[src/include/fls_pkg.sv]
// ---------------------------------------------
// shared constants and types
// ---------------------------------------------
package fls_pkg;
    // command codes, low byte only
    localparam logic [7:0] CMD_READ_ARRAY = 8'hff;
    localparam logic [7:0] CMD_READ_STAT = 8'h70;
    localparam logic [7:0] CMD_CLR_STAT = 8'h50;
    localparam logic [7:0] CMD_PROGRAM = 8'h40;
    localparam logic [7:0] CMD_BLK_ERASE = 8'h20;
    localparam logic [7:0] CMD_ERASE_ALL = 8'ha7;
    localparam logic [7:0] CMD_LOCK_PROG = 8'h77;
    localparam logic [7:0] CMD_LOCK_READ = 8'h71;
    localparam logic [7:0] CMD_CONFIRM = 8'hd0;
    // address map: block index in the upper bits
    localparam int ADDR_W = 16;
    localparam int BLK_SHIFT = 12;
    localparam int BLK_W = 4;
    localparam int NUM_BLK = 16;
    localparam logic [BLK_W-1:0] EA_LAST = 4'hc;
    localparam logic [NUM_BLK-1:0] LOCK_RST = 16'hffff;
    // status byte bit positions
    localparam int ST_READY = 7;
    localparam int ST_ERASE = 5;
    localparam int ST_PROG = 4;
    // array operation kinds
    typedef enum logic [1:0] {OP_PROG, OP_ERASE, OP_LOCK} fls_op_t;
    // sequencer states
    typedef enum logic [2:0] {S_IDLE, S_SECOND, S_BUSY, S_EASCAN, S_LKRD} fls_state_t;
    // one command write
    typedef struct packed {
        logic [ADDR_W-1:0] addr;
        logic [15:0] data;
    } fls_bus_t;
    // request to the array engine
    typedef struct packed {
        fls_op_t op;
        logic [BLK_W-1:0] blk;
        logic [ADDR_W-1:0] addr;
        logic [15:0] data;
    } fls_req_t;
endpackage : fls_pkg

[src/verilog/fls_sequencer.sv]
`timescale 1ns/10ps
// What this block does
// - lock-program confirm at block top locks it
// - ready low only during long commands
// - lock-status read loads lock result
// - locked block rejects program and erase
// - lock bit set only by erase
// - lock disable unlocks all, keeps bits
// - disabled lock erase ignores lock, unlocks
// - status byte on even read after 70h
// - status byte reads until read array or lock-status read
// - status byte layout ready, erase, program
// - clear status zeroes both error flags
// - errors pending refuse program/erase/lock-program commands
// - failed operation sets its error flags
// - bad second cycle sets both flags
// - read array in second cycle aborts, except after program
// - erase errors: locked or failed erase
// - program errors: locked, failed, lock fail
// - no lock errors while lock disabled
// - read array code returns flash contents
// - program code then data starts program
// - block erase confirm starts erase
// - erase all skips blocks 13 to 15
module fls_sequencer (
    input wire logic clk,
    input wire logic resetn,
    input wire logic cmd_wr,
    input wire fls_pkg::fls_bus_t cmd,
    input wire logic rd_req,
    input wire logic [fls_pkg::ADDR_W-1:0] rd_addr,
    output logic [15:0] rd_data,
    output logic rd_valid,
    input wire logic [15:0] arr_rdata,
    output fls_pkg::fls_req_t arr_req,
    output logic arr_start,
    input wire logic arr_done,
    input wire logic arr_fail,
    input wire logic lock_disable_ctl,
    input wire logic cpu_rewrite_mode0,
    output logic seq_ready_flag,
    output logic erase_error_flag,
    output logic program_error_flag,
    output logic lock_state_result,
    output logic [7:0] flash_status_byte
);
    // ---------------------------------------------
    // state
    // ---------------------------------------------
    typedef struct packed {
        fls_pkg::fls_state_t state;     // sequencer phase
        logic [7:0] cmd1;               // first-cycle code
        logic [fls_pkg::ADDR_W-1:0] addr1; // first-cycle address
        logic [fls_pkg::NUM_BLK-1:0] lock_bits; // 0 locked
        logic ers_err;                  // erase error flag
        logic prg_err;                  // program error flag
        logic status_mode;              // reads return status
        logic lock_res;                 // lock-status result
        logic ea_active;                // erase-all in progress
        logic [fls_pkg::BLK_W-1:0] ea_blk; // erase-all cursor
        fls_pkg::fls_req_t req;         // array request
        logic start;                    // array start pulse
        logic [15:0] rd_data;           // read data
        logic rd_valid;                 // read answer
    } fls_regs_t;

    fls_regs_t s;
    fls_regs_t next_s;
    logic [7:0] code;                   // decoded low byte
    logic cmd_blk_locked;               // effective lock of cmd block

    // block index of an address
    function automatic logic [fls_pkg::BLK_W-1:0] blk_of(input logic [fls_pkg::ADDR_W-1:0] a);
        blk_of = a[fls_pkg::BLK_SHIFT +: fls_pkg::BLK_W];
    endfunction : blk_of

    // effective lock: disable control overrides stored bit
    function automatic logic eff_locked(input logic [fls_pkg::NUM_BLK-1:0] bits,
                                        input logic [fls_pkg::BLK_W-1:0] b,
                                        input logic dis);
        eff_locked = !dis && !bits[b];
    endfunction : eff_locked

    assign code = cmd.data[7:0];
    assign cmd_blk_locked = eff_locked(s.lock_bits, blk_of(cmd.addr), lock_disable_ctl);
    // ready while no long command runs
    assign seq_ready_flag = (s.state == fls_pkg::S_IDLE) || (s.state == fls_pkg::S_SECOND);
    assign erase_error_flag = s.ers_err;
    assign program_error_flag = s.prg_err;
    assign lock_state_result = s.lock_res;
    // status byte, reserved bits zero
    always_comb begin
        flash_status_byte = 8'h00;
        flash_status_byte[fls_pkg::ST_READY] = seq_ready_flag;
        flash_status_byte[fls_pkg::ST_ERASE] = s.ers_err;
        flash_status_byte[fls_pkg::ST_PROG] = s.prg_err;
    end
    assign rd_data = s.rd_data;
    assign rd_valid = s.rd_valid;
    assign arr_req = s.req;
    assign arr_start = s.start;

    // ---------------------------------------------
    // next-state logic
    // ---------------------------------------------
    always_comb begin
        next_s = s;
        next_s.start = 1'b0;
        next_s.rd_valid = 1'b0;
        // reads: status byte or array word
        if (rd_req) begin
            next_s.rd_valid = 1'b1;
            if (cpu_rewrite_mode0 && s.status_mode && !rd_addr[0]) begin
                next_s.rd_data = {8'h00, flash_status_byte};
            end else begin
                next_s.rd_data = arr_rdata;
            end
        end
        unique case (s.state)
            fls_pkg::S_IDLE: begin
                // first bus cycle
                if (cmd_wr) begin
                    unique case (code)
                        fls_pkg::CMD_READ_ARRAY: next_s.status_mode = 1'b0;
                        fls_pkg::CMD_READ_STAT: next_s.status_mode = 1'b1;
                        fls_pkg::CMD_CLR_STAT: begin
                            next_s.ers_err = 1'b0;
                            next_s.prg_err = 1'b0;
                        end
                        fls_pkg::CMD_PROGRAM, fls_pkg::CMD_BLK_ERASE,
                        fls_pkg::CMD_ERASE_ALL, fls_pkg::CMD_LOCK_PROG: begin
                            // refused while an error is pending
                            if (!s.ers_err && !s.prg_err) begin
                                next_s.state = fls_pkg::S_SECOND;
                                next_s.cmd1 = code;
                                next_s.addr1 = cmd.addr;
                            end
                        end
                        fls_pkg::CMD_LOCK_READ: begin
                            next_s.state = fls_pkg::S_SECOND;
                            next_s.cmd1 = code;
                            next_s.addr1 = cmd.addr;
                        end
                        default: begin
                            next_s.ers_err = 1'b1;
                            next_s.prg_err = 1'b1;
                        end
                    endcase
                end
            end
            fls_pkg::S_SECOND: begin
                // second bus cycle
                if (cmd_wr) begin
                    next_s.state = fls_pkg::S_IDLE;
                    next_s.req.addr = cmd.addr;
                    next_s.req.data = cmd.data;
                    next_s.req.blk = blk_of(cmd.addr);
                    if (s.cmd1 == fls_pkg::CMD_PROGRAM) begin
                        next_s.status_mode = 1'b1;
                        if (cmd_blk_locked) begin
                            next_s.prg_err = 1'b1;
                        end else begin
                            next_s.req.op = fls_pkg::OP_PROG;
                            next_s.start = 1'b1;
                            next_s.state = fls_pkg::S_BUSY;
                        end
                    end else if (code == fls_pkg::CMD_READ_ARRAY) begin
                        next_s.status_mode = 1'b0;
                    end else if (code != fls_pkg::CMD_CONFIRM) begin
                        next_s.ers_err = 1'b1;
                        next_s.prg_err = 1'b1;
                    end else begin
                        unique case (s.cmd1)
                            fls_pkg::CMD_BLK_ERASE: begin
                                next_s.status_mode = 1'b1;
                                if (cmd_blk_locked) begin
                                    next_s.ers_err = 1'b1;
                                end else begin
                                    next_s.req.op = fls_pkg::OP_ERASE;
                                    next_s.start = 1'b1;
                                    next_s.state = fls_pkg::S_BUSY;
                                end
                            end
                            fls_pkg::CMD_ERASE_ALL: begin
                                next_s.status_mode = 1'b1;
                                next_s.ea_active = 1'b1;
                                next_s.ea_blk = '0;
                                next_s.state = fls_pkg::S_EASCAN;
                            end
                            fls_pkg::CMD_LOCK_PROG: begin
                                next_s.status_mode = 1'b1;
                                next_s.req.op = fls_pkg::OP_LOCK;
                                next_s.start = 1'b1;
                                next_s.state = fls_pkg::S_BUSY;
                            end
                            default: begin
                                // lock-status read leaves status mode
                                next_s.status_mode = 1'b0;
                                next_s.state = fls_pkg::S_LKRD;
                            end
                        endcase
                    end
                end
            end
            fls_pkg::S_LKRD: begin
                // one busy cycle, then result
                next_s.lock_res = s.lock_bits[s.req.blk];
                next_s.state = fls_pkg::S_IDLE;
            end
            fls_pkg::S_EASCAN: begin
                // walk blocks 0..12, skipping locked ones
                if (s.ea_blk > fls_pkg::EA_LAST) begin
                    next_s.ea_active = 1'b0;
                    next_s.state = fls_pkg::S_IDLE;
                end else if (eff_locked(s.lock_bits, s.ea_blk, lock_disable_ctl)) begin
                    next_s.ea_blk = s.ea_blk + 4'h1;
                end else begin
                    next_s.req.op = fls_pkg::OP_ERASE;
                    next_s.req.blk = s.ea_blk;
                    next_s.req.addr = {s.ea_blk, {fls_pkg::BLK_SHIFT{1'b0}}};
                    next_s.start = 1'b1;
                    next_s.state = fls_pkg::S_BUSY;
                end
            end
            fls_pkg::S_BUSY: begin
                // commands ignored until the array answers
                if (arr_done) begin
                    next_s.state = fls_pkg::S_IDLE;
                    if (arr_fail) begin
                        next_s.ea_active = 1'b0;
                        if (s.req.op == fls_pkg::OP_ERASE) begin
                            next_s.ers_err = 1'b1;
                        end else begin
                            next_s.prg_err = 1'b1;
                        end
                    end else if (s.req.op == fls_pkg::OP_ERASE) begin
                        next_s.lock_bits[s.req.blk] = 1'b1;
                        if (s.ea_active) begin
                            next_s.ea_blk = s.ea_blk + 4'h1;
                            next_s.state = fls_pkg::S_EASCAN;
                        end
                    end else if (s.req.op == fls_pkg::OP_LOCK) begin
                        next_s.lock_bits[s.req.blk] = 1'b0;
                    end
                end
            end
            default: next_s.state = fls_pkg::S_IDLE;
        endcase
    end

    // ---------------------------------------------
    // state register
    // ---------------------------------------------
    always_ff @(posedge clk) begin
        if (!resetn) begin
            s <= '0;
            s.state <= fls_pkg::S_IDLE;
            s.lock_bits <= fls_pkg::LOCK_RST;
        end else begin
            s <= next_s;
        end
    end

    // ---------------------------------------------
    // assertions
    // ---------------------------------------------
    property p_lock_prog;
        @(posedge clk) disable iff (!resetn)
        (s.state == fls_pkg::S_BUSY && s.req.op == fls_pkg::OP_LOCK && arr_done && !arr_fail)
        |=> !s.lock_bits[$past(s.req.blk)] && seq_ready_flag;
    endproperty
    a_lock_prog: assert property (p_lock_prog) else $error("lock bit not cleared");

    property p_lock_read;
        @(posedge clk) disable iff (!resetn)
        (s.state == fls_pkg::S_SECOND && cmd_wr && s.cmd1 == fls_pkg::CMD_LOCK_READ
         && code == fls_pkg::CMD_CONFIRM)
        |=> !seq_ready_flag ##1 seq_ready_flag && lock_state_result == s.lock_bits[s.req.blk];
    endproperty
    a_lock_read: assert property (p_lock_read) else $error("lock read timing wrong");

    property p_no_set;
        @(posedge clk) disable iff (!resetn)
        ((s.lock_bits & ~$past(s.lock_bits)) != '0)
        |-> $past(s.state == fls_pkg::S_BUSY && s.req.op == fls_pkg::OP_ERASE && arr_done);
    endproperty
    a_no_set: assert property (p_no_set) else $error("lock bit set without erase");

    property p_locked_prog;
        @(posedge clk) disable iff (!resetn)
        (s.state == fls_pkg::S_SECOND && cmd_wr && s.cmd1 == fls_pkg::CMD_PROGRAM)
        |=> program_error_flag == $past(cmd_blk_locked) && !erase_error_flag
            && arr_start == !program_error_flag;
    endproperty
    a_locked_prog: assert property (p_locked_prog) else $error("program lock check");

    property p_clear;
        @(posedge clk) disable iff (!resetn)
        (s.state == fls_pkg::S_IDLE && cmd_wr && code == fls_pkg::CMD_CLR_STAT)
        |=> !erase_error_flag && !program_error_flag && flash_status_byte[5:4] == 2'b00;
    endproperty
    a_clear: assert property (p_clear) else $error("clear status failed");

    property p_refuse;
        @(posedge clk) disable iff (!resetn)
        (s.state == fls_pkg::S_IDLE && cmd_wr && (s.ers_err || s.prg_err)
         && (code == fls_pkg::CMD_PROGRAM || code == fls_pkg::CMD_BLK_ERASE
             || code == fls_pkg::CMD_ERASE_ALL || code == fls_pkg::CMD_LOCK_PROG))
        |=> s.state == fls_pkg::S_IDLE;
    endproperty
    a_refuse: assert property (p_refuse) else $error("command taken with error");

    property p_seq_err;
        @(posedge clk) disable iff (!resetn)
        (s.state == fls_pkg::S_SECOND && cmd_wr && s.cmd1 == fls_pkg::CMD_BLK_ERASE
         && code != fls_pkg::CMD_CONFIRM && code != fls_pkg::CMD_READ_ARRAY)
        |=> erase_error_flag && program_error_flag && !arr_start;
    endproperty
    a_seq_err: assert property (p_seq_err) else $error("sequence error missing");

    property p_abort;
        @(posedge clk) disable iff (!resetn)
        (s.state == fls_pkg::S_SECOND && cmd_wr && s.cmd1 != fls_pkg::CMD_PROGRAM
         && code == fls_pkg::CMD_READ_ARRAY)
        |=> s.state == fls_pkg::S_IDLE && !s.status_mode && !arr_start;
    endproperty
    a_abort: assert property (p_abort) else $error("read array abort failed");

    property p_status_rd;
        @(posedge clk) disable iff (!resetn)
        (rd_req && cpu_rewrite_mode0 && s.status_mode && !rd_addr[0])
        |=> rd_valid && rd_data == {8'h00, $past(flash_status_byte)};
    endproperty
    a_status_rd: assert property (p_status_rd) else $error("status byte not returned");

    property p_busy_ign;
        @(posedge clk) disable iff (!resetn)
        (s.state == fls_pkg::S_BUSY && !arr_done) |=> $stable(s.lock_bits) && !seq_ready_flag;
    endproperty
    a_busy_ign: assert property (p_busy_ign) else $error("busy state disturbed");
endmodule : fls_sequencer

[config.mk]
export PLATFORM = sky130hd
export DESIGN_NAME = fls_sequencer
export DESIGN_NICKNAME = d
export VERILOG_FILES = /design/src/include/fls_pkg.sv /design/src/verilog/fls_sequencer.sv
export SDC_FILE = /design/constraint.sdc
export NUM_CORES = 1
export LEC_CHECK = 0
export ABC_AREA = 1
export BUFFER_PORTS_ARGS = -buffer_cell sky130_fd_sc_hd__buf_2
export CORE_MARGIN = 2
export CORE_UTILIZATION = 48
export CTS_CLUSTER_SIZE = 8
export DETAILED_ROUTE_END_ITERATION = 12
export GPL_ROUTABILITY_DRIVEN = 0
export PLACE_DENSITY = 0.87
export SYNTH_ARGS = -nofsm -noshare
export SYNTH_HDL_FRONTEND = slang
export SYNTH_SLANG_ARGS = --single-unit
[constraint.sdc]
create_clock -name clk -period 1.7 [get_ports clk]
set_input_delay 0.085 -clock clk [delete_from_list [all_inputs] [get_ports clk]]
set_output_delay 0.085 -clock clk [all_outputs]
set_load 0.005 [all_outputs]
### Word-level counts from Yosys, hierarchy flattened

Index checks and enable logic that the tools add are counted.

| operators by class | value |
|---|---|
| equality and inequality tests | 51 |
| add/sub/neg operators | 1 |
| reductions and logical operators | 34 |
| magnitude comparators | 5 |
| multiplexer cells | 76 |
| bitwise logic cells | 4 |

Operator list:

| kind | number |
|---|---|
| $eq 8x7->1 const B | 7 |
| $mux 27 | 2 |
| $pmux 27 s2 | 1 |
| $mux 16 | 3 |
| $mux 44 | 1 |
| $pmux 22 s2 | 1 |
| $ne 2x2->1 const B | 17 |
| $mux 3 | 9 |
| $mux 26 | 1 |
| $eq 8x8->1 const B | 3 |
| $mux 1 | 23 |
| $mux 2 | 11 |
| $mux 22 | 1 |
| $ne 3x3->1 const B | 6 |
| $reduce_and 9->1 | 2 |
| $and 16x16->16 | 1 |
| $eq 8x6->1 const B | 2 |
| $mux 4 | 4 |
| $not 16->16 | 1 |
| $or 16x16->16 | 1 |
| $lt 4x5->1 const B | 3 |
| $mux 5 | 3 |
| $pmux 5 s3 | 1 |
| $mux 7 | 2 |
| 39 further kinds | 65 |

| word-level totals | value |
|---|---|
| bits in registers | 108 |
| output and inout port bits | 68 |
| bits of input ports | 72 |
| logic and storage cells | 188 |

### Longest topological paths before layout

Gate-level depths: netlist of run 1.

| logic depth | value |
|---|---|
| word-level depth | 11 |
| mapped depth | 15 |
| depth with buffers taken out | 14 |

### Least setup slack after synthesis of run 1

No wires, ideal clock.

| timing | value |
|---|---|
| path type | reg2reg |
| start point | reg s[56] in the netlist's numbering |
| end point | reg s, in the netlist arr_req[36] |
| arrival | 1.520 ns |
| data required time | 1.587 ns |
| path slack | 0.067 ns |
| clock period less this slack | 1.633 ns |
| cell stages (with the launch flop) | 13 |
| path buffers | 0 |
| cell sequence | dfxtp_1 > inv_2 > ha_1 > nor3_1 > nand2_1 > nand2_2 > nor3_1 > nand2_1 > nor2_1 > nand3_2 > nor2_2 > nor2_1 > nor2_1 |

| on the way | value |
|---|---|
| cells in the longest elaborated chain, start to end | 6 |

RTL lines:

| element | line | RTL |
|---|---|---|
| start: declaration | fls_sequencer.sv:67 | `fls_regs_t s;` |
| start signal: assignment | fls_sequencer.sv:260 | `s <= next_s;` |
| $bmux 1 s4 | fls_sequencer.sv:81 | `eff_locked = !dis && !bits[b];` |
| $mux 1 (not written as such) | fls_sequencer.sv:81 |  |
| $logic_not 1->1 | fls_sequencer.sv:81 |  |
| $logic_and 1x1->1 | fls_sequencer.sv:81 |  |
| $ne 2x2->1 (no line) | - |  |
| $reduce_and 9->1 (no line) * | - |  |

Every way passes the cells marked *; elsewhere a longest branch is shown, timed or not. The select of a mux whose other input is x is not followed.
A chain may end at the register's enable or synchronous reset.

### Worst setup path in the final report of run 1

| timing | value |
|---|---|
| start point | reg s[56] in the netlist's numbering |
| end point | reg s, in the netlist arr_req[22] |

| on the way | value |
|---|---|
| cells in the longest elaborated chain, start to end | 6 |

RTL lines:

| element | line |
|---|---|
| $bmux 1 s4 | fls_sequencer.sv:81 |
| $mux 1 (not written as such) | fls_sequencer.sv:81 |
| $logic_not 1->1 | fls_sequencer.sv:81 |
| $logic_and 1x1->1 | fls_sequencer.sv:81 |
| $ne 2x2->1 (no line) | - |
| $reduce_and 4->1 (no line) * | - |

Marked as above.

==> metrics, run 1 <==
status=finished with violations; failing checks=setup timing; PwrDens=about 640 mW/mm2; combinational fraction of design power=0.107; FF-to-FF Start=s[56]; register area share after synthesis=0.353; reg2reg setup slack=-0.17 ns; Seq cells post-synth=88; worst slew pin tran=0.591 ns; RSZ-0062 raised after global routing=true; DRC Markers=0; final worst-path setup slack=-0.167 ns; final critical-path required period=1.87 ns; Slew headroom=0.606; clock sinks=slightly below 90; EDFF count, synth=0; Initial Utilization=0.488; post-synthesis cell count=717; total power draw=4.23 mW; crit path capture=arr_req[22]; Post-DRT Antenna Nets=0; main flop type after synthesis=dfxtp_1; HPWL Detailed=9130 um; number of H-tree levels=3; via/cell ratio=5.48; crit path launch type=flop; Slowest-stage cell, CP=dfxtp_2; commonest non-fill, non-tap cells in the layout=buf_2, nand2_1, dfxtp_1; Max Slew Vio Count=0; Largest stage delay, worst path=0.35 ns; Clk pwr share=0.393; layout cells sized above 1=0.346; Net Sw Power=~1.0 mW; Num CTS Buffers=9; Yosys cell types=45; final instance area=0.00661 mm2; clk_lat worst skew=0.37 ns; synthesized cell area=about 0.0050 mm2; Post-synth ARST share=0; GRT Total Usage=0.245; vias in the first global route=4989; Pre-antenna DRT Iters=5; Die Area=0.0112 mm2; commonest non-fill, non-tap cell in the layout=buf_2; pre-CTS setup slack=-0.0734 ns; cell-internal power=3.18 mW; global-route wire length before repair=22400 um; critical-path cell list=buf_6 -> a21oi_1 -> o21ai_0 -> nand3_1 -> nand3_2 -> nand2_2 -> nand2_4 -> buf_6 -> a21oi_4 -> buf_12 -> nand3_1 -> a21oi_1; core area=0.0102 mm2; r2r endpoint=arr_req[22]; Die X=106 um; Util after Layout=0.646; leakage power=around 3.2 nW; CTS tree=done; clk buf depth=2; Ant. Diodes=0; total of max-cap violations=0; Worst Clk Skew=around 0.016 ns; Detailed Route Iter0 Violations=523; hold_ws=0.0103 ns; CP required=2.01 ns; Sequential Power Share=0.501; Reg2Reg Depth=12; clock root buffer=clkbuf_8; IO buf count=119; CTS clk-pin slew, worst paths=0.10 ns; Max Fclk=536 MHz; Worst Path Max Fanout=12; Syn Area/Cell=6.97 um2; initial antenna violation count=0; row cnt=37; area grow syn2layout=32.3%; CP endpoint kind=flop; worst setup path start=s[56]; Synth top area share=0.353; Net Sw Frac=0.247; final worst-path cycle share=1.10; final setup vio count=27; Yosys warnings=0; largest net degree at the start of global routing=65; final WL=between 10000 and 15000 um; via count=5485; Die Ht=106 um; Wirelength per Cell=14.5 um; Final Hold Violating Endpoints=0; Crit Path Category=flop to flop; Ports=140; GRT Residual Overflow=0; Max IR drop VDD=0.414 mV; CP arrival=approximately 2.2 ns; Synth area leaders=dfxtp_1, buf_4, nand2_1, a21oi_1, o21ai_0; cell taking the most area after synthesis=dfxtp_1; worst hold path class=input pin to flop; Post-DP Area=0.00557 mm2; Net count, final=935
worst max-delay path, delay by kind of cell (launching register included):
kind                   cells  cell delay, ns
and+or+nand+nor            5            0.47
AOI/OAI and AO/OA          4            0.59
buffers and inverters      3            0.41
DFF                        1            0.35
area by class of cell:
cell class | instances | area [um2]
flip-flops and latches | 88 | 1780
well taps | 136 | 170
inverters | 92 | 352
clock buffers | 10 | 138
multi-input cells | 456 | 2600
fillers | 832 | 3620
repair buffers | 213 | 1480
clock inverters | 6 | 90.1
power by group through the flow:
stage / sequential, mW / clock [mW] / combinational [mW]
2_1_floorplan: 2.16 / 0 / 0.238
4_1_cts: 2.12 / 1.69 / 0.423
3_5_place_dp: 2.17 / 0 / 0.360
3_3_place_gp: 2.17 / 0 / 0.353
6_report: 2.12 / 1.66 / 0.451
5_1_grt: 2.12 / 1.79 / 0.498
routing by layer:
layer  GRT usage  up-vias  share of wire
li1            -     2613              -
met1       0.306     2508           0.41
met2       0.406      303           0.48
met3      0.0429       61          0.075
met4       0.122        0          0.038
met5           0        -              0
how the worst min path moves through the flow:
stage             endpoint     from  cells after the start
2_1_floorplan  arr_req[10]  cmd[10]                      2
3_3_place_gp    arr_req[8]   cmd[8]                      3
3_5_place_dp   arr_req[11]  cmd[11]                      3
4_1_cts         arr_req[7]   cmd[7]                      3
5_1_grt         arr_req[2]   cmd[2]                      3
6_report        arr_req[7]   cmd[7]                      3
cells in the mapped netlist, types with 4 or more instances:
cell	n
o21ai_1	10
clkbuf_1	16
a22oi_1	4
o311ai_0	8
a21oi_1	67
o211ai_1	4
nand2_2	10
nand3_1	43
inv_2	9
o22ai_1	4
nand2_1	96
dfxtp_1	88
nor2_4	4
o221ai_1	5
inv_1	81
nand4_1	9
buf_4	64
nor4_1	5
nor3_1	14
a31oi_1	4
nor2_1	69
o21ai_0	67
logic make-up after synthesis:
kind of cell,Yosys count,share of synthesized area
adder cells (fa/ha/maj),3,0.00751
other,1,0.000750
XOR/XNOR,1,0.00175
buffers and inverters,177,0.185
AND/OR/NAND/NOR,264,0.246
flip-flops,88,0.353
AO/OA/AOI/OAI,183,0.207
what timing repair did:
item / in CTS / in global routing
pin swaps: 7 / 19
buffers inserted: 6 / 7
hold endpoints to repair: 34 / 0
gates resized for setup: 21 / 86
hold buffers: 34 / 0
setup endpoints to repair: 35 / 65
cloned: 2 / 1
stage by stage:
stage,instances,TNS [ns]
after global placement,935,-0.0281
after floorplan,721,0
final,1001,-2.42
after global routing,1001,-6.62
after CTS,993,-0.187
after detailed placement,935,-0.801
No activity file was read; power rests on OpenSTA's default activity.
==> run 2: changes to the inputs <==
--- a/config.mk
+++ b/config.mk
@@ -7,5 +7,5 @@
 export LEC_CHECK = 0
 export ABC_AREA = 1
-export BUFFER_PORTS_ARGS = -buffer_cell sky130_fd_sc_hd__buf_2
+export BUFFER_PORTS_ARGS = -buffer_cell sky130_fd_sc_hd__clkbuf_2
 export CORE_MARGIN = 2
 export CORE_UTILIZATION = 48
==> constraint.sdc (replaced) <==
create_clock -name clk -period 1.7 [get_ports clk]
set_input_delay 0.255 -clock clk [delete_from_list [all_inputs] [get_ports clk]]
set_output_delay 0.255 -clock clk [all_outputs]
set_load 0.005 [all_outputs]
==> metrics, run 2 (synthesis gave the netlist of run 1 again) <==
pre-CTS setup slack=-0.124 ns (-0.0505 ns); Slew headroom=0.646 (+0.0403); Die Ht=106 um (unchanged); CTS tree=done; Crit Path Category=flop to flop; Max IR drop VDD=0.539 mV (+30%); clock sinks=88 (unchanged); total of max-cap violations=0 (unchanged); final setup vio count=27 (unchanged); GRT Total Usage=0.231 (-0.0141); HPWL Detailed=9320 um (+2.0%); Die X=106 um (unchanged); Max Fclk=543 MHz (+1.4%); global-route wire length before repair=21100 um (-5.8%); RSZ-0062 raised after global routing=true; Post-DRT Antenna Nets=0 (unchanged); Net count, final=926 (-0.96%); Worst Clk Skew=0.0128 ns (-0.00295 ns); clock root buffer=clkbuf_8; Initial Utilization=0.488 (unchanged); largest net degree at the start of global routing=65 (unchanged); layout cells sized above 1=0.403 (+0.0574); area grow syn2layout=32.4% (about the same); Num CTS Buffers=9 (unchanged); fillcell total=826 (-0.72%); CP endpoint kind=flop; CTS clk-pin slew, worst paths=0.09 ns (about the same); crit path launch type=flop; DRC Markers=0 (unchanged); WHS Path Cells=3 (unchanged); status=finished with violations; Ports=140 (unchanged); vias in the first global route=4704 (-5.7%); final worst-path setup slack=-0.140 ns (+0.0264 ns); failing checks=setup timing; FF-to-FF Start=s[99]; reg2reg setup slack=-0.14 ns (+0.03 ns); PwrDens=636 mW/mm2 (-0.57%); commonest non-fill, non-tap cell in the layout=clkbuf_2; hold path endpoint=arr_req[10]; worst hold path class=input pin to flop; total power draw=4.21 mW (-0.53%); Ant. Diodes=0 (unchanged); Detailed Route Iter0 Violations=502 (-4.0%); via/cell ratio=5.45 (-0.56%); Final Hold Violating Endpoints=0 (unchanged); Pre-antenna DRT Iters=6 (+1); Wirelength per Cell=15.0 um (+3.2%); hold wc startpoint=cmd[10]; final critical-path required period=1.84 ns (-0.0264 ns); core area=0.0102 mm2 (unchanged); commonest non-fill, non-tap cells in the layout=clkbuf_2, nand2_1, dfxtp_1; Die Area=0.0112 mm2 (unchanged); clk buf depth=2 (unchanged); initial antenna violation count=0 (unchanged); clk_lat worst skew=0.37 ns (about the same); Max Slew Vio Count=0 (unchanged); Reg2Reg Depth=11 (-1); GRT Residual Overflow=0 (unchanged); number of H-tree levels=3 (unchanged); row cnt=37 (unchanged); IO buf count=119 (unchanged); r2r endpoint=s[59]; via count=5405 (-1.5%); Worst Path Max Fanout=6 (-6); CP arrival=2.14 ns (-0.04 ns); worst slew pin tran=0.531 ns (-0.0604 ns); leakage power=3.13 nW (-1.7%); worst setup path start=s[99]; final worst-path cycle share=1.08 (-0.0155); CP required=2.00 ns (about the same); final WL=14900 um (+2.3%)
-- run 2: report_power, final --
part	switching [mW]	internal (mW)	total, mW	leakage [nW]
clock network	0.785	0.876	1.66	0.117
registers	0.0251	2.09	2.12	0.719
logic	0.240	0.188	0.428	2.30
-- run 2: layer usage --
metal / vias to the layer above / wire length, um / global-route usage / share of wire
met3: 43 / 1250 / 0.0466 / 0.084
met5: - / 0 / 0 / 0
met1: 2465 / 5900 / 0.298 / 0.40
met2: 301 / 7380 / 0.382 / 0.50
li1: 2596 / - / - / -
met4: 0 / 348 / 0.0846 / 0.023
-- run 2: critical path, cell delays in order (launching register included) --
cell and delay [ns]:
dfxtp_1 0.35, inv_1 0.06, nand4_1 0.17, inv_1 0.08
nand2_2 0.10, nand2_1 0.11, nand2_2 0.13, nand3_4 0.10
nor3_4 0.22, nand2_2 0.12, or2_0 0.22, a21oi_1 0.12
-- run 2: worst max-delay path by stage --
stage | end | slack [ns] | cells after the start
after global placement | program_error_flag | -0.06 | 11
after CTS | arr_req[19] | -0.05 | 14
after floorplan | arr_req[36] | 0.07 | 12
final | s[59] | -0.14 | 11
after detailed placement | arr_req[15] | -0.12 | 10
after global routing | s[59] | -0.26 | 11
-- run 2: repair_timing --
action	CTS	global route
pin swaps	6	38
setup endpoints to repair	44	55
buffers inserted	1	11
cloned	0	4
hold buffers	0	0
resized for setup	23	107
-- run 2: through the flow --
stage | hold slack (ns) | setup TNS [ns] | util | std cells | cell area (um2)
final | 0.103 | -2.32 | 0.647 | 992 | 6620
after global routing | 0.102 | -6.07 | 0.647 | 992 | 6620
after CTS | 0.0808 | -0.121 | 0.594 | 977 | 6080
after detailed placement | 0.451 | -3.08 | 0.565 | 960 | 5780
after global placement | 0.441 | -1.12 | 0.565 | 960 | 5780
after floorplan | 0.390 | 0 | - | 721 | 5010
-- run 2: area by class of cell --
class | count | area [um2] | share of cell area
Multi-Input combinational cell | 456 | 2720 | 0.412
Sequential cell | 88 | 1780 | 0.269
Timing Repair Buffer | 204 | 1370 | 0.207
Inverter | 92 | 347 | 0.0524
Tap cell | 136 | 170 | 0.0257
Clock buffer | 10 | 138 | 0.0208
Clock inverter | 6 | 91.3 | 0.0138
==> run 3: changes to the inputs <==
==> constraint.sdc (replaced) <==
create_clock -name clk -period 1.7 [get_ports clk]
set_input_delay 0.085 -clock clk [delete_from_list [all_inputs] [get_ports clk]]
set_output_delay 0.085 -clock clk [all_outputs]
set_load 0.005 [all_outputs]
==> metrics, run 3 (synthesis gave the netlist of run 1 again) <==
PwrDens=626 mW/mm2 (-1.5%); final critical-path required period=1.81 ns (-0.0295 ns); commonest non-fill, non-tap cells in the layout=clkbuf_2, nand2_1, dfxtp_1; area grow syn2layout=30.6%; CTS clk-pin slew, worst paths=0.11 ns (+0.02 ns); CTS tree=done; final instance area=0.00653 mm2 (-1.3%); most used cell, CP=a21oi_2; Detailed Route Iter0 Violations=387 (-23%); via count=5377 (-0.52%); Largest stage delay, worst path=0.36 ns (about the same); via/cell ratio=5.39 (-1.0%); leakage power=3.07 nW (-2.0%); Initial Utilization=0.488 (unchanged); Max Fclk=552 MHz (+1.6%); Slew headroom=0.613 (-0.0333); Die X=106 um (unchanged); CP arrival=2.11 ns (-0.03 ns); Crit Path Category=flop to flop; status=finished with violations; worst slew pin tran=0.581 ns (+0.0505 ns); Ant. Diodes=0 (unchanged); HPWL Detailed=9540 um (+2.4%); final worst-path setup slack=-0.111 ns (+0.0295 ns); clk_lat worst skew=0.38 ns (about the same); CP required=2.00 ns (about the same); Die Ht=106 um (unchanged); total power draw=4.09 mW (-2.8%); number of H-tree levels=3 (unchanged); critical-path cell list=inv_2 -> buf_12 -> a21oi_2 -> o21ai_1 -> nand3_1 -> nand2_1 -> a21oi_2 -> nand2_2 -> nand2_4 -> nand2_2 -> nand2_4 -> buf_12 -> nand2_1 -> a21oi_2; final WL=14600 um (-1.9%); Util after Layout=0.638 (-0.00868); Net count, final=931 (+0.54%); Worst Clk Skew=0.0218 ns (+0.00895 ns); largest net degree at the start of global routing=65 (unchanged); Die Area=0.0112 mm2 (unchanged); hold_ws=0.0282 ns (-0.0746 ns); RSZ-0062 raised after global routing=true; IO buf count=119 (unchanged); core area=0.0102 mm2 (unchanged); DRC Markers=0 (unchanged); initial antenna violation count=0 (unchanged); clock root buffer=clkbuf_8; Ports=140 (unchanged); vias in the first global route=5079 (+8.0%); final worst-path cycle share=1.07 (-0.0173); Max IR drop VDD=0.495 mV (-8.3%); Max Slew Vio Count=0 (unchanged); Worst Path Max Fanout=10 (+4); Final Hold Violating Endpoints=0 (unchanged); Post-DRT Antenna Nets=0 (unchanged); Wirelength per Cell=14.6 um (-2.4%); GRT Residual Overflow=0 (unchanged); crit path launch type=flop; Slowest-stage cell, CP=dfxtp_2; clock sinks=88 (unchanged); Post-DP Area=0.00559 mm2 (-3.3%); worst hold path class=input pin to flop; clk buf depth=2 (unchanged); CP endpoint kind=flop; final setup vio count=23 (-15%); commonest non-fill, non-tap cell in the layout=clkbuf_2; Pre-antenna DRT Iters=6 (unchanged); total of max-cap violations=0 (unchanged); layout cells sized above 1=0.353 (-0.0500); failing checks=setup timing; Num CTS Buffers=9 (unchanged); global-route wire length before repair=23200 um (+9.6%); GRT Total Usage=0.253 (+0.0227); row cnt=37 (unchanged)
## run 3: cell count changes in the layout (fill, tap and decap cells not counted), moves of 4 or more
cell and delta:
nand2_4 -4, inv_2 +4, a21oi_1 +5, dlygate4sd3_1 +35, inv_1 -4, nor2_2 +4
nand2_1 +7, buf_4 -27, a21oi_2 -5
## run 3: repair_timing
| action | CTS | global route |
|---|---|---|
| setup endpoints to repair | 52 | 58 |
| setup buffers | 3 | 4 |
| pin swaps | 4 | 31 |
| cloned | 1 | 0 |
| resized for setup | 23 | 85 |
| endpoints found under the hold margin | 35 | 0 |
| hold buffers | 35 | 0 |
## run 3: worst paths after layout
check / slack, ns / to / cells past startpoint / start
worst min-delay path: 0.03 / arr_req[7] / 3 / cmd[7]
worst max register to register: -0.11 / arr_req[21] / 14 / s[57]
worst max-delay path: -0.11 / arr_req[21] / 14 / s[57]
worst min register to register: 0.46 / s[100] / 2 / s[100]
## run 3: report_power, final
| part | switching [mW] | total, mW | internal (mW) | leakage, nW |
|---|---|---|---|---|
| Combinational | 0.245 | 0.462 | 0.217 | 2.25 |
| Clock | 0.812 | 1.51 | 0.694 | 0.0964 |
| Sequential | 0.0260 | 2.12 | 2.09 | 0.720 |
## run 3: critical path: cells and delay by family (launching register included)
family          cells  cell delay (ns)
simple gates        7             0.61
compound gates      4             0.47
buf+inv             3             0.31
flops               1             0.36
## run 3: routing by layer
metal  part of all wire  global-route usage
met3              0.079              0.0460
met1               0.39               0.299
met4              0.024               0.117
met2               0.50               0.445
met5                  0                   0
## run 3: cell type report
cell class | instances | area [um2]
Clock buffer | 9 | 124
Clock inverter | 7 | 80.1
Fill cell | 831 | 3700
Inverter | 92 | 347
Multi-Input combinational cell | 456 | 2580
Sequential cell | 88 | 1780
Tap cell | 136 | 170
Timing Repair Buffer | 209 | 1440
## run 3: per-stage QoR
stage	worst slack [ns]	std cells	TNS, ns
2_1_floorplan	0.0674	721	0
3_3_place_gp	-0.0582	938	-0.465
3_5_place_dp	-0.136	938	-2.17
4_1_cts	-0.0254	993	-0.149
5_1_grt	-0.198	997	-4.33
6_report	-0.111	997	-1.65
